**src/inc/tcc_pkg.sv**
```systemverilog
// Constants, types and decode helpers for the per-channel counter control block.
// Assumes a 10 MHz peripheral clock and a single AHB-Lite slave decoded on haddr[7:0].
`default_nettype none

package tcc_pkg;

    localparam int NCH     = 5;
    localparam int PRESC_W = 10;

    // Register map, byte offsets
    localparam logic [7:0] ADDR_CTRL_BASE = 8'h00;
    localparam logic [7:0] ADDR_STRIDE    = 8'h04;
    localparam logic [7:0] ADDR_MODE      = 8'h14;
    localparam logic [7:0] ADDR_STATUS    = 8'h18;

    localparam logic [7:0]  CTRL_RESET        = 8'h00;
    localparam logic [31:0] MODE_RESET        = 32'h0000_0000;
    localparam logic [7:0]  CTRL_WMASK_FULL   = 8'hff;
    localparam logic [7:0]  CTRL_WMASK_NARROW = 8'h7f;
    localparam logic [31:0] MODE_WMASK        = 32'h0319_191f;

    // Control register fields
    localparam int CLR_MSB  = 7;
    localparam int CLR_LSB  = 5;
    localparam int EDGE_MSB = 4;
    localparam int EDGE_LSB = 3;
    localparam int EDGE_BOTH_BIT = 4;
    localparam int EDGE_FALL_BIT = 3;
    localparam int SRC_MSB  = 2;
    localparam int SRC_LSB  = 0;

    localparam logic [2:0] CLR_OFF0  = 3'h0;
    localparam logic [2:0] CLR_A     = 3'h1;
    localparam logic [2:0] CLR_B     = 3'h2;
    localparam logic [2:0] CLR_SYNC0 = 3'h3;
    localparam logic [2:0] CLR_OFF1  = 3'h4;
    localparam logic [2:0] CLR_C     = 3'h5;
    localparam logic [2:0] CLR_D     = 3'h6;
    localparam logic [2:0] CLR_SYNC1 = 3'h7;

    // Mode register fields
    localparam int MODE_SYNC_LSB    = 0;
    localparam int MODE_BUFC_LSB    = 8;
    localparam int MODE_BUFD_LSB    = 16;
    localparam int MODE_PHASE1_BIT  = 24;
    localparam int MODE_PHASE2_BIT  = 25;

    // Status register fields
    localparam int STAT_PIN_LSB   = 0;
    localparam int STAT_PRESC_LSB = 16;

    // Prescaler taps: bit k runs at clock / 2^(k+1), toggling every 2^k cycles
    localparam int TAP_DIV4    = 1;
    localparam int TAP_DIV16   = 3;
    localparam int TAP_DIV64   = 5;
    localparam int TAP_DIV256  = 7;
    localparam int TAP_DIV1024 = 9;

    typedef enum logic [3:0] {
        SRC_DIV1    = 4'h0,
        SRC_DIV4    = 4'h1,
        SRC_DIV16   = 4'h2,
        SRC_DIV64   = 4'h3,
        SRC_DIV256  = 4'h4,
        SRC_DIV1024 = 4'h5,
        SRC_PIN_A   = 4'h6,
        SRC_PIN_B   = 4'h7,
        SRC_PIN_C   = 4'h8,
        SRC_PIN_D   = 4'h9,
        SRC_OVF     = 4'ha
    } tcc_src_t;

    // Channels with general registers C and D
    function automatic logic tcc_has_cd(input int ch);
        return (ch == 0) || (ch == 3) || (ch == 4);
    endfunction

    function automatic logic [7:0] tcc_ctrl_wmask(input int ch);
        return tcc_has_cd(ch) ? CTRL_WMASK_FULL : CTRL_WMASK_NARROW;
    endfunction

    // Count source per channel and clock code
    function automatic tcc_src_t tcc_src_of(input int ch, input logic [2:0] code);
        tcc_src_t s;
        s = SRC_DIV1;
        unique case (code)
            3'h0: s = SRC_DIV1;
            3'h1: s = SRC_DIV4;
            3'h2: s = SRC_DIV16;
            3'h3: s = SRC_DIV64;
            3'h4: s = (ch >= 3) ? SRC_DIV256 : SRC_PIN_A;
            3'h5: s = (ch >= 3) ? SRC_DIV1024 : SRC_PIN_B;
            3'h6: s = (ch >= 3) ? SRC_PIN_A : ((ch == 1) ? SRC_DIV256 : SRC_PIN_C);
            3'h7: s = (ch >= 3) ? SRC_PIN_B : ((ch == 0) ? SRC_PIN_D :
                      ((ch == 1) ? SRC_OVF : SRC_DIV1024));
        endcase
        return s;
    endfunction

endpackage

`default_nettype wire

```
**src/logic/tcc_count_sel.sv**
```systemverilog
// One channel's count source and edge selection, purely combinational.
// Assumes pin levels already synchronised and prescaler taps from the same clock.
`default_nettype none
`timescale 1ns/10ps

module tcc_count_sel #(
    parameter int CH = 0
) (
    input  wire logic [7:0]                  ctrl,
    input  wire logic                        phase_mode,
    input  wire logic [tcc_pkg::PRESC_W-1:0] div_now,
    input  wire logic [tcc_pkg::PRESC_W-1:0] div_prev,
    input  wire logic [3:0]                  pin_now,
    input  wire logic [3:0]                  pin_prev,
    input  wire logic                        ovf_pulse,
    output logic                             count_pulse
);
    import tcc_pkg::*;

    tcc_src_t src;
    logic     now_lvl;
    logic     prev_lvl;
    logic     edge_hit;

    always_comb begin
        src      = tcc_src_of(CH, ctrl[SRC_MSB:SRC_LSB]);
        now_lvl  = 1'b0;
        prev_lvl = 1'b0;
        unique case (src)
            SRC_DIV4: begin
                now_lvl  = div_now[TAP_DIV4];
                prev_lvl = div_prev[TAP_DIV4];
            end
            SRC_DIV16: begin
                now_lvl  = div_now[TAP_DIV16];
                prev_lvl = div_prev[TAP_DIV16];
            end
            SRC_DIV64: begin
                now_lvl  = div_now[TAP_DIV64];
                prev_lvl = div_prev[TAP_DIV64];
            end
            SRC_DIV256: begin
                now_lvl  = div_now[TAP_DIV256];
                prev_lvl = div_prev[TAP_DIV256];
            end
            SRC_DIV1024: begin
                now_lvl  = div_now[TAP_DIV1024];
                prev_lvl = div_prev[TAP_DIV1024];
            end
            SRC_PIN_A: begin
                now_lvl  = pin_now[0];
                prev_lvl = pin_prev[0];
            end
            SRC_PIN_B: begin
                now_lvl  = pin_now[1];
                prev_lvl = pin_prev[1];
            end
            SRC_PIN_C: begin
                now_lvl  = pin_now[2];
                prev_lvl = pin_prev[2];
            end
            SRC_PIN_D: begin
                now_lvl  = pin_now[3];
                prev_lvl = pin_prev[3];
            end
            default: begin
                now_lvl  = 1'b0;
                prev_lvl = 1'b0;
            end
        endcase

        // Both edges of a divided clock halve its period
        if (ctrl[EDGE_BOTH_BIT]) begin
            edge_hit = now_lvl ^ prev_lvl;
        end else if (ctrl[EDGE_FALL_BIT]) begin
            edge_hit = prev_lvl & ~now_lvl;
        end else begin
            edge_hit = now_lvl & ~prev_lvl;
        end

        // Undivided clock and overflow ignore the edge field
        if (src == SRC_DIV1) begin
            count_pulse = 1'b1;
        end else if (src == SRC_OVF) begin
            count_pulse = ovf_pulse;
        end else begin
            count_pulse = edge_hit;
        end

        // Phase counting owns the counter on channels 1 and 2
        if (phase_mode) begin
            count_pulse = 1'b0;
        end
    end

endmodule

`default_nettype wire

```
**src/logic/tcc_top.sv**
```systemverilog
// Counter control for five timer channels: control registers over AHB-Lite,
// clear-source selection and count-enable generation per channel.
// Assumes compare/capture events and the overflow pulse arrive on hclk;
// external clock pins are asynchronous.
//
// How it works
// - Power-on reset and standby entry return every control register to zero.
// - Manual reset leaves every control register untouched.
// - Bits 7-5 choose clear source; codes 000 and 100 never clear.
// - Code 001 clears on register A event; code 010 on register B event.
// - Channels 0, 3, 4: code 101 clears on C event, 110 on D event.
// - Codes 011/111 follow clears of other synced channels when sync enabled.
// - A C or D register in buffer mode never causes a clear.
// - Channels 1 and 2: bit 7 reads zero and ignores writes.
// - Edge field: 00 rising, 01 falling, 1x both edges.
// - Both edges of a divided clock count at twice its rate.
// - Phase counting on channels 1, 2 overrides edge selection.
// - Undivided clock or overflow source counts as rising edges unless phase counting is on.
// - Bits 2-0 pick each channel's count source independently.
// - Each channel offers only its own subset of sources.
// - Channel 0: dividers 1/4/16/64, then pins A-D.
// - Channel 1: dividers 1-64, pins A-B, divide-by-256, channel 2 overflow.
// - Channel 2: dividers 1-64, pins A-C, 1024; channels 3, 4: dividers, pins A-B.
`default_nettype none
`timescale 1ns/10ps

module tcc_top (
    input  wire logic                    hclk,
    input  wire logic                    hresetn,
    input  wire logic                    hsel,
    input  wire logic [31:0]             haddr,
    input  wire logic [1:0]              htrans,
    input  wire logic                    hwrite,
    input  wire logic [2:0]              hsize,
    input  wire logic [31:0]             hwdata,
    input  wire logic                    hready,
    output logic      [31:0]             hrdata,
    output logic                         hreadyout,
    output logic                         hresp,
    input  wire logic                    standby_entry,
    input  wire logic                    manual_reset,
    input  wire logic [tcc_pkg::NCH-1:0] event_reg_a,
    input  wire logic [tcc_pkg::NCH-1:0] event_reg_b,
    input  wire logic [tcc_pkg::NCH-1:0] event_reg_c,
    input  wire logic [tcc_pkg::NCH-1:0] event_reg_d,
    input  wire logic                    ch2_overflow,
    input  wire logic                    ext_clock_pin_a,
    input  wire logic                    ext_clock_pin_b,
    input  wire logic                    ext_clock_pin_c,
    input  wire logic                    ext_clock_pin_d,
    output logic      [tcc_pkg::NCH-1:0] count_enable,
    output logic      [tcc_pkg::NCH-1:0] counter_clear
);
    import tcc_pkg::*;

    localparam int SEL_MODE   = NCH;
    localparam int SEL_STATUS = NCH + 1;
    localparam int SEL_NONE   = NCH + 2;

    typedef struct packed {
        logic [NCH-1:0][7:0]  ctrl;
        logic [31:0]          mode;
        logic [PRESC_W-1:0]   presc;
        logic [PRESC_W-1:0]   presc_prev;
        logic [3:0]           pin_s1;
        logic [3:0]           pin_s2;
        logic [3:0]           pin_prev;
        logic                 wr_pend;
        logic [7:0]           wr_addr;
        logic [31:0]          rdata;
        logic [NCH-1:0]       cnt_en;
        logic [NCH-1:0]       clr;
    } tcc_state_t;

    tcc_state_t     q;
    tcc_state_t     d;
    logic [NCH-1:0] cnt_pulse;
    logic [NCH-1:0] own_clr;
    logic [NCH-1:0] sync_en;
    logic [NCH-1:0] buf_c;
    logic [NCH-1:0] buf_d;
    logic           sync_src;
    logic           take;
    logic [2:0]     code;
    int             wsel;
    int             rsel;

    // Word decode of the low address byte
    function automatic int tcc_decode(input logic [7:0] addr);
        int k;
        k = SEL_NONE;
        for (int i = 0; i < NCH; i++) begin
            if (addr == ADDR_CTRL_BASE + 8'(i) * ADDR_STRIDE) begin
                k = i;
            end
        end
        if (addr == ADDR_MODE) begin
            k = SEL_MODE;
        end
        if (addr == ADDR_STATUS) begin
            k = SEL_STATUS;
        end
        return k;
    endfunction

    always_comb begin
        d        = q;
        own_clr  = '0;
        sync_src = 1'b0;
        code     = CLR_OFF0;
        sync_en  = q.mode[MODE_SYNC_LSB +: NCH];
        buf_c    = q.mode[MODE_BUFC_LSB +: NCH];
        buf_d    = q.mode[MODE_BUFD_LSB +: NCH];

        // Pin synchronisers; the second stage and its delayed copy pin_prev are looked at
        d.pin_s1   = {ext_clock_pin_d, ext_clock_pin_c, ext_clock_pin_b, ext_clock_pin_a};
        d.pin_s2   = q.pin_s1;
        d.pin_prev = q.pin_s2;

        // Prescaler restarts on standby and manual reset
        d.presc_prev = q.presc;
        if (standby_entry || manual_reset) begin
            d.presc = '0;
        end else begin
            d.presc = q.presc + PRESC_W'(1);
        end

        // Data phase of a write
        wsel = tcc_decode(q.wr_addr);
        if (q.wr_pend) begin
            if (wsel < NCH) begin
                d.ctrl[wsel] = hwdata[7:0] & tcc_ctrl_wmask(wsel);
            end else if (wsel == SEL_MODE) begin
                d.mode = hwdata & MODE_WMASK;
            end
        end

        // Standby clears; manual reset does not touch the registers
        if (standby_entry) begin
            for (int i = 0; i < NCH; i++) begin
                d.ctrl[i] = CTRL_RESET;
            end
            d.mode = MODE_RESET;
        end

        // Address phase; read data reflect a write finishing this cycle
        take      = hsel && hready && htrans[1];
        d.wr_pend = take && hwrite;
        d.wr_addr = haddr[7:0];
        rsel      = tcc_decode(haddr[7:0]);
        if (take && !hwrite) begin
            if (rsel < NCH) begin
                d.rdata = {24'h00_0000, d.ctrl[rsel]};
            end else if (rsel == SEL_MODE) begin
                d.rdata = d.mode;
            end else if (rsel == SEL_STATUS) begin
                d.rdata = '0;
                d.rdata[STAT_PIN_LSB +: 4]         = q.pin_s2;
                d.rdata[STAT_PRESC_LSB +: PRESC_W] = q.presc;
            end else begin
                d.rdata = '0;
            end
        end

        // Clears from each channel's own general registers
        for (int c = 0; c < NCH; c++) begin
            code = q.ctrl[c][CLR_MSB:CLR_LSB];
            unique case (code)
                CLR_A: own_clr[c] = event_reg_a[c];
                CLR_B: own_clr[c] = event_reg_b[c];
                CLR_C: own_clr[c] = tcc_has_cd(c) && event_reg_c[c] && !buf_c[c];
                CLR_D: own_clr[c] = tcc_has_cd(c) && event_reg_d[c] && !buf_d[c];
                default: own_clr[c] = 1'b0;
            endcase
        end
        sync_src = |(own_clr & sync_en);

        // Synchronous clear follows any synced channel's own clear
        for (int c = 0; c < NCH; c++) begin
            code     = q.ctrl[c][CLR_MSB:CLR_LSB];
            d.clr[c] = own_clr[c];
            if ((code == CLR_SYNC0) || (code == CLR_SYNC1)) begin
                d.clr[c] = sync_en[c] && sync_src;
            end
        end

        d.cnt_en = cnt_pulse;
    end

    always_ff @(posedge hclk or negedge hresetn) begin
        if (!hresetn) begin
            q <= '0;
        end else begin
            q <= d;
        end
    end

    genvar g;
    generate
        for (g = 0; g < NCH; g++) begin : g_ch
            tcc_count_sel #(
                .CH (g)
            ) u_sel (
                .ctrl        (q.ctrl[g]),
                .phase_mode  ((g == 1) ? q.mode[MODE_PHASE1_BIT] :
                              ((g == 2) ? q.mode[MODE_PHASE2_BIT] : 1'b0)),
                .div_now     (q.presc),
                .div_prev    (q.presc_prev),
                .pin_now     (q.pin_s2),
                .pin_prev    (q.pin_prev),
                .ovf_pulse   (ch2_overflow),
                .count_pulse (cnt_pulse[g])
            );
        end
    endgenerate

    assign hrdata        = q.rdata;
    assign hreadyout     = 1'b1;
    assign hresp         = 1'b0;
    assign count_enable  = q.cnt_en;
    assign counter_clear = q.clr;

endmodule

`default_nettype wire

```
**config.mk**
```make
export PLATFORM = sky130hd
export DESIGN_NAME = tcc_top
export DESIGN_NICKNAME = d
export VERILOG_FILES = /design/src/inc/tcc_pkg.sv /design/src/logic/tcc_count_sel.sv /design/src/logic/tcc_top.sv
export SDC_FILE = /design/constraint.sdc
export NUM_CORES = 1
export LEC_CHECK = 0
export BUFFER_PORTS_ARGS = -buffer_cell sky130_fd_sc_hd__buf_2
export CORE_UTILIZATION = 50
export CTS_CLUSTER_DIAMETER = 40
export CTS_CLUSTER_SIZE = 28
export DETAILED_ROUTE_END_ITERATION = 6
export PLACE_DENSITY = 0.82
export SLEW_MARGIN = 30
export SYNTH_ARGS = -nofsm -noshare
export SYNTH_HDL_FRONTEND = slang
export SYNTH_SLANG_ARGS = --single-unit
```
**constraint.sdc**
```tcl
create_clock -name hclk -period 2.38 [get_ports hclk]
set_input_delay 0.119 -clock hclk [delete_from_list [all_inputs] [get_ports hclk]]
set_output_delay 0.119 -clock hclk [all_outputs]
set_load 0.02 [all_outputs]
```
Yosys cells after proc, flatten, opt, wreduce, memory -nomap -nowiden
Memories as Yosys holds them, arrays and structs flattened.
Cells that the tools add are included.
Widths: inputs -> output; s select.
- memories: 5
- input port bits: 101
- bits in read-only memories: 144
- output and inout port bits: 44
- register bits: 155
- eq/ne operators: 93
- add/subtract/negate cells: 1
- muxes and demuxes: 72
- magnitude comparators: 5
- bitwise operators: 27
- reductions and logical operators: 40
- memory list (memory ; depth ; width ; read ports ; clocked after memory_dff ; write ports ; RTL line ; text):
    (no name shown) ; 8 ; 4 ; 1 ; 0 ; 0 ; tcc_pkg.sv:86 ; unique case (code)
    (no name shown) ; 8 ; 4 ; 1 ; 0 ; 0 ; tcc_pkg.sv:86 ;
    (no name shown) ; 8 ; 4 ; 1 ; 0 ; 0 ; tcc_pkg.sv:86 ;
    (no name shown) ; 8 ; 3 ; 1 ; 0 ; 0 ; tcc_pkg.sv:86 ;
    (no name shown) ; 8 ; 3 ; 1 ; 0 ; 0 ; tcc_pkg.sv:86 ;
- operator list (operator ; count):
    $mux 32 ; 10
    $mux 72 ; 2
    $eq 32x4->1 const B ; 4
    $pmux 1 s9 ; 10
    $eq 4x3->1 const B ; 20
    $lt 32x4->1 const B ; 2
    $lt 32x5->1 const B ; 2
    $eq 4x4->1 const B ; 15
    $eq 8x5->1 const B ; 6
    $bwmux 40 ; 1
    $eq 4x2->1 const B ; 10
    $mux 40 ; 1
    $eq 3x3->1 const B ; 11
    $eq 32x3->1 const B ; 1
    $eq 8x4->1 const B ; 4
    $ge 32x1->1 const B ; 1
    $logic_not 32->1 ; 1
    $mux 8 ; 4
    $eq 3x2->1 const B ; 10
    $mux 1 ; 27
    $mux 26 ; 1
    $bmux 8 s3 ; 1
    $demux 8 s3 ; 1
    $mux 3 ; 8
    other kinds (18) ; 85

Logic depth before layout (Yosys ltp)
- depth in word-level cells: 21
- gate-level depth with buffers: 13
- mapped depth without buffers: 12

Hierarchy
Synthesis repeated with hierarchy kept, for this count alone.
- cells, all modules: 760
- area total of the unflattened synthesis: 8075.2 µm²
- by module, submodules not included (module ; times used ; area an instance (µm²) ; sequential area each (µm²) ; cells an instance):
    tcc_top ; 1 ; 6831.6 ; 3878.7 ; 604
    tcc_count_sel (g_ch[3].u_sel ...) ; 2 ; 216.5 ; 0.0 ; 28
    tcc_count_sel (g_ch[0].u_sel) ; 1 ; 334.1 ; 0.0 ; 38
    tcc_count_sel (g_ch[1].u_sel) ; 1 ; 252.7 ; 0.0 ; 32
    tcc_count_sel (g_ch[2].u_sel) ; 1 ; 224.0 ; 0.0 ; 30

Least setup slack after synthesis
No wires, ideal clock.
- path type: register to register
- start: register q[117] (netlist bit)
- end: register q (netlist bit count_enable[0])
- clock period less this slack: 2.438 ns
- setup slack: -0.058 ns
- required time: 2.246 ns
- data arrival time: 2.304 ns
- stages on the path, launching flop included: 13
- path through: dfrtp_1 -> inv_1 -> ha_1 -> clkbuf_1 -> a211oi_1 -> a21oi_1 -> nand2_1 -> a31o_2 -> ha_1 -> mux2_2 -> o21ai_0 -> a21o_1 -> o211ai_1
- RTL lines (item ; RTL line ; text):
    from (decl) ; tcc_top.sv:75 ; tcc_state_t q;
    from (signal assigned) ; tcc_top.sv:192 ; q <= '0;
    from (signal assigned) ; tcc_top.sv:194 ; q <= d;

Final worst setup path
- start: register q[43] (netlist bit)
- end: register q (netlist bit hrdata[2])
- word-level cells in the longest chain between the ends: 20
- elaborated cells between the ends (all ways): 32
- ends and longest elaborated chain (item ; RTL line ; text):
    $logic_not 8->1 ; tcc_top.sv:93 ; if (addr == ADDR_CTRL_BASE + 8'(i) * ADDR_STRIDE) begin
    $mux 3 (5 in a row) ; tcc_top.sv:93 ;
    $mux 3 ; tcc_top.sv:97 ; if (addr == ADDR_MODE) begin
    $mux 3 * ; tcc_top.sv:100 ; if (addr == ADDR_STATUS) begin
    $ge 32x1->1 (implied by the code) / $lt 32x5->1 (equally long branches) ; tcc_top.sv:132 ; d.ctrl[wsel] = hwdata[7:0] & tcc_ctrl_wmask(wsel);
    $logic_and 1x1->1 (implied by the code) ; tcc_top.sv:132 ;
    $mux 8 (implied by the code) ; tcc_top.sv:132 ;
    $demux 8 s3 ; tcc_top.sv:132 ;
    $bwmux 40 ; tcc_top.sv:132 ;
    $mux 40 ; tcc_top.sv:131 ; if (wsel < NCH) begin
    $mux 72 * ; tcc_top.sv:130 ; if (q.wr_pend) begin
    $mux 72 * ; tcc_top.sv:139 ; if (standby_entry) begin
    $bmux 8 s3 ; tcc_top.sv:153 ; d.rdata = {24'h00_0000, d.ctrl[rsel]};
    $mux 8 (implied by the code) (2 in a row) ; tcc_top.sv:153 ;
    $mux 32 * ; tcc_top.sv:152 ; if (rsel < NCH) begin
Mark *: on every way between the ends. The rest lies on a longest branch, timed or not. The select of a mux whose other input is x is not followed.
A chain may end at the register's enable or synchronous reset.

==> metrics.txt <==
RSZ-0062 raised after global routing=yes; Final Skew=7.81 ps; core region area=15400 um2; CTS tree=done; Synth top area share=47.3%; Setup TNS=-408 ps; Async SR Flop Fraction=100%; vias in the first global route=6614; Slew headroom=56.7%; global-route wire length before repair=35.5 mm; All-Layer GR Usage=28.7%; diodes inserted=0; wire per inst=21.1 um; layout net count=977; Setup CP Type=flop to flop; FILL cells=1153; Post-DRT Antenna Nets=0; Peak VDD IR=509 uV; initial antenna violation count=0; final hold violations=1; Post-synth EDFFs=0; Arrival @ worst endpoint=2790 ps; mean post-synth cell area=10.6 um2; drt total wl=22.8 mm; Design Power=5.72 mW; CP startpoint kind=flop; Slew @ Worst Pin=646 ps; flip-flop cell with the highest count after synthesis=dfrtp_1; layout cells sized above 1=29.1%; final worst slack=-110 ps; register bit total from synthesis=150; Power Dens Cells=590 nW/um2; initial drt markers=683; Max-Cap Viols=0; FF-to-FF Start=q[43]; syn_nets=868; Hold Crit Class=primary input to flop; area delta synth->final=22.0%; clock tree sinks=150; commonest non-fill, non-tap cell in the layout=dfrtp_1; FP Rows=45; post-synthesis cell count=752; fin. max-slew vios=0; post-synthesis sequential area ratio=47.3%; synth unique cells=70; worst reg-to-reg setup slack=-110 ps; Die Span Y=128 um; DPL Wire Length=15.3 mm; grt total ovfl=0; Port Buffer Count=94; H-tree levels=4; Pre-Repair DR Iteration Count=7; status=complete, but fails checks; IO Pins=145; P_leak=4.44 nW; Post-Route Utilization=63.0%; sink of the worst hold path=q[108]; dominant cell type by area after synthesis=dfrtp_1; worst hold slack=-1.71 ps; commonest non-fill, non-tap cells in the layout=dfrtp_1, buf_2, buf_4; ranking of synthesized cells by area=dfrtp_1, mux2i_1, buf_4, mux2_2, a22o_1; reg2reg path depth=5; # setup viols final=7; Die X=128 um; Tmin final=2490 ps; starting density of the core=51.6%; Clock Latency Late Sink=440 ps; vias per inst=6.19; Die Area=16400 um2; # DRC=4; Worst EP required=2680 ps; Yosys warnings=0; kind of end point of the critical path=flop; pre-CTS setup slack=-159 ps; Hold Startpoint=hwdata[25]; Critical Path Fanout Max=5; Synth Cell Area=7940 um2; clk buf depth=2; largest net degree at the start of global routing=56; Inserted Clock Buffers=17; post-route clock period utilization=105%; Vias=6702; violated checks=DRC, hold timing, setup timing; Worst R2R End=hrdata[2]; root buf cell=clkbuf_16; Clock transition at path regs=60 ps; Peak Freq=402 MHz; Hold Crit Depth=3; GP Congestion=0.959
## final cells by class
type	count	area, um2	share of cell area [%]
multi-input combinational	496	3820	39.4
sequential	150	3750	38.7
timing repair buffer	174	1160	11.9
clock buffer	20	467	4.82
tap	211	264	2.73
clock inverter	10	148	1.52
inverter	22	82.6	0.852
## synthesized netlist by cell type, types with 7 or more instances
cell / n
dfrtp_1: 150
nor2_1: 53
buf_4: 44
mux2i_1: 35
a21oi_1: 31
clkbuf_1: 31
nand2_1: 31
a22o_1: 25
and2_1: 24
nor2b_1: 23
inv_1: 22
mux2_2: 20
nand3_1: 18
nand4_1: 18
o21ai_0: 18
o31ai_1: 16
ha_1: 15
nor3_1: 15
nand3b_1: 14
a211oi_1: 8
nand2b_1: 7
## state kept, by name (all words and copies together), names as in the netlist
name and flops:
buf_c 5, buf_d 5, code 3, count_enable 5, counter_clear 5, d 18
hrdata 32, q 77
## per-stage QoR
| step | area [um2] | cells |
|---|---|---|
| final | 9690 | 1083 |
| after CTS | 9530 | 1079 |
| after detailed placement | 8630 | 1030 |
| after global placement | 8630 | 1030 |
| after floorplan | 7940 | 752 |
| after global routing | 9690 | 1083 |
## layer usage
metal	vias up	global-route usage, %	part of all wire, %
met4	0	12.8	4.8
li1	2937	-	-
met3	91	7.97	9.6
met1	3269	37.3	39
met5	-	0	0
met2	405	45.1	47
## worst max-delay path, stage by stage, from the launching register on
cell and delay (ps):
dfrtp_1 380, or4b_4 640, nor4_4 530, mux2_4 370
a221oi_4 330, o41ai_2 100
## how the worst max path moves through the flow
stage	endpoint	start	cells after the start	slack, ps
3_3_place_gp	count_enable[0]	q[116]	10	-140
2_1_floorplan	hrdata[3]	q[47]	6	20
4_1_cts	hrdata[3]	q[47]	6	-30
6_report	hrdata[2]	q[43]	5	-110
3_5_place_dp	count_enable[0]	q[116]	10	-160
5_1_grt	hrdata[3]	q[43]	5	-230
## cells by family (layout without fill, tap and decap cells)
family,count (synthesis),count (layout),share of synthesized area (%)
and+or+nand+nor,241,241,17.5
muxes,61,61,8.95
buffers and inverters,106,226,7.23
other,2,2,0.0946
DFF,150,150,47.3
xor gates and xnor gates,8,8,0.883
adders and majority gates,15,15,2.36
AOI/OAI and AO/OA,169,169,15.7
## timing repair
action / 4_1_cts / 5_1_grt
hold buffers: 17 / 0
endpoints found under the hold margin: 68 / 0
pin swaps: 7 / 13
buffers inserted: 2 / 5
resized for setup: 22 / 26
setup endpoints to repair: 8 / 9
## power breakdown
part,internal [mW],switching (mW),leakage [nW],total [mW]
combinational,0.110,0.204,2.13,0.313
sequential,2.58,0.0273,2.02,2.60
clock,1.73,1.08,0.291,2.80
No activity file was read; power rests on OpenSTA's default activity.
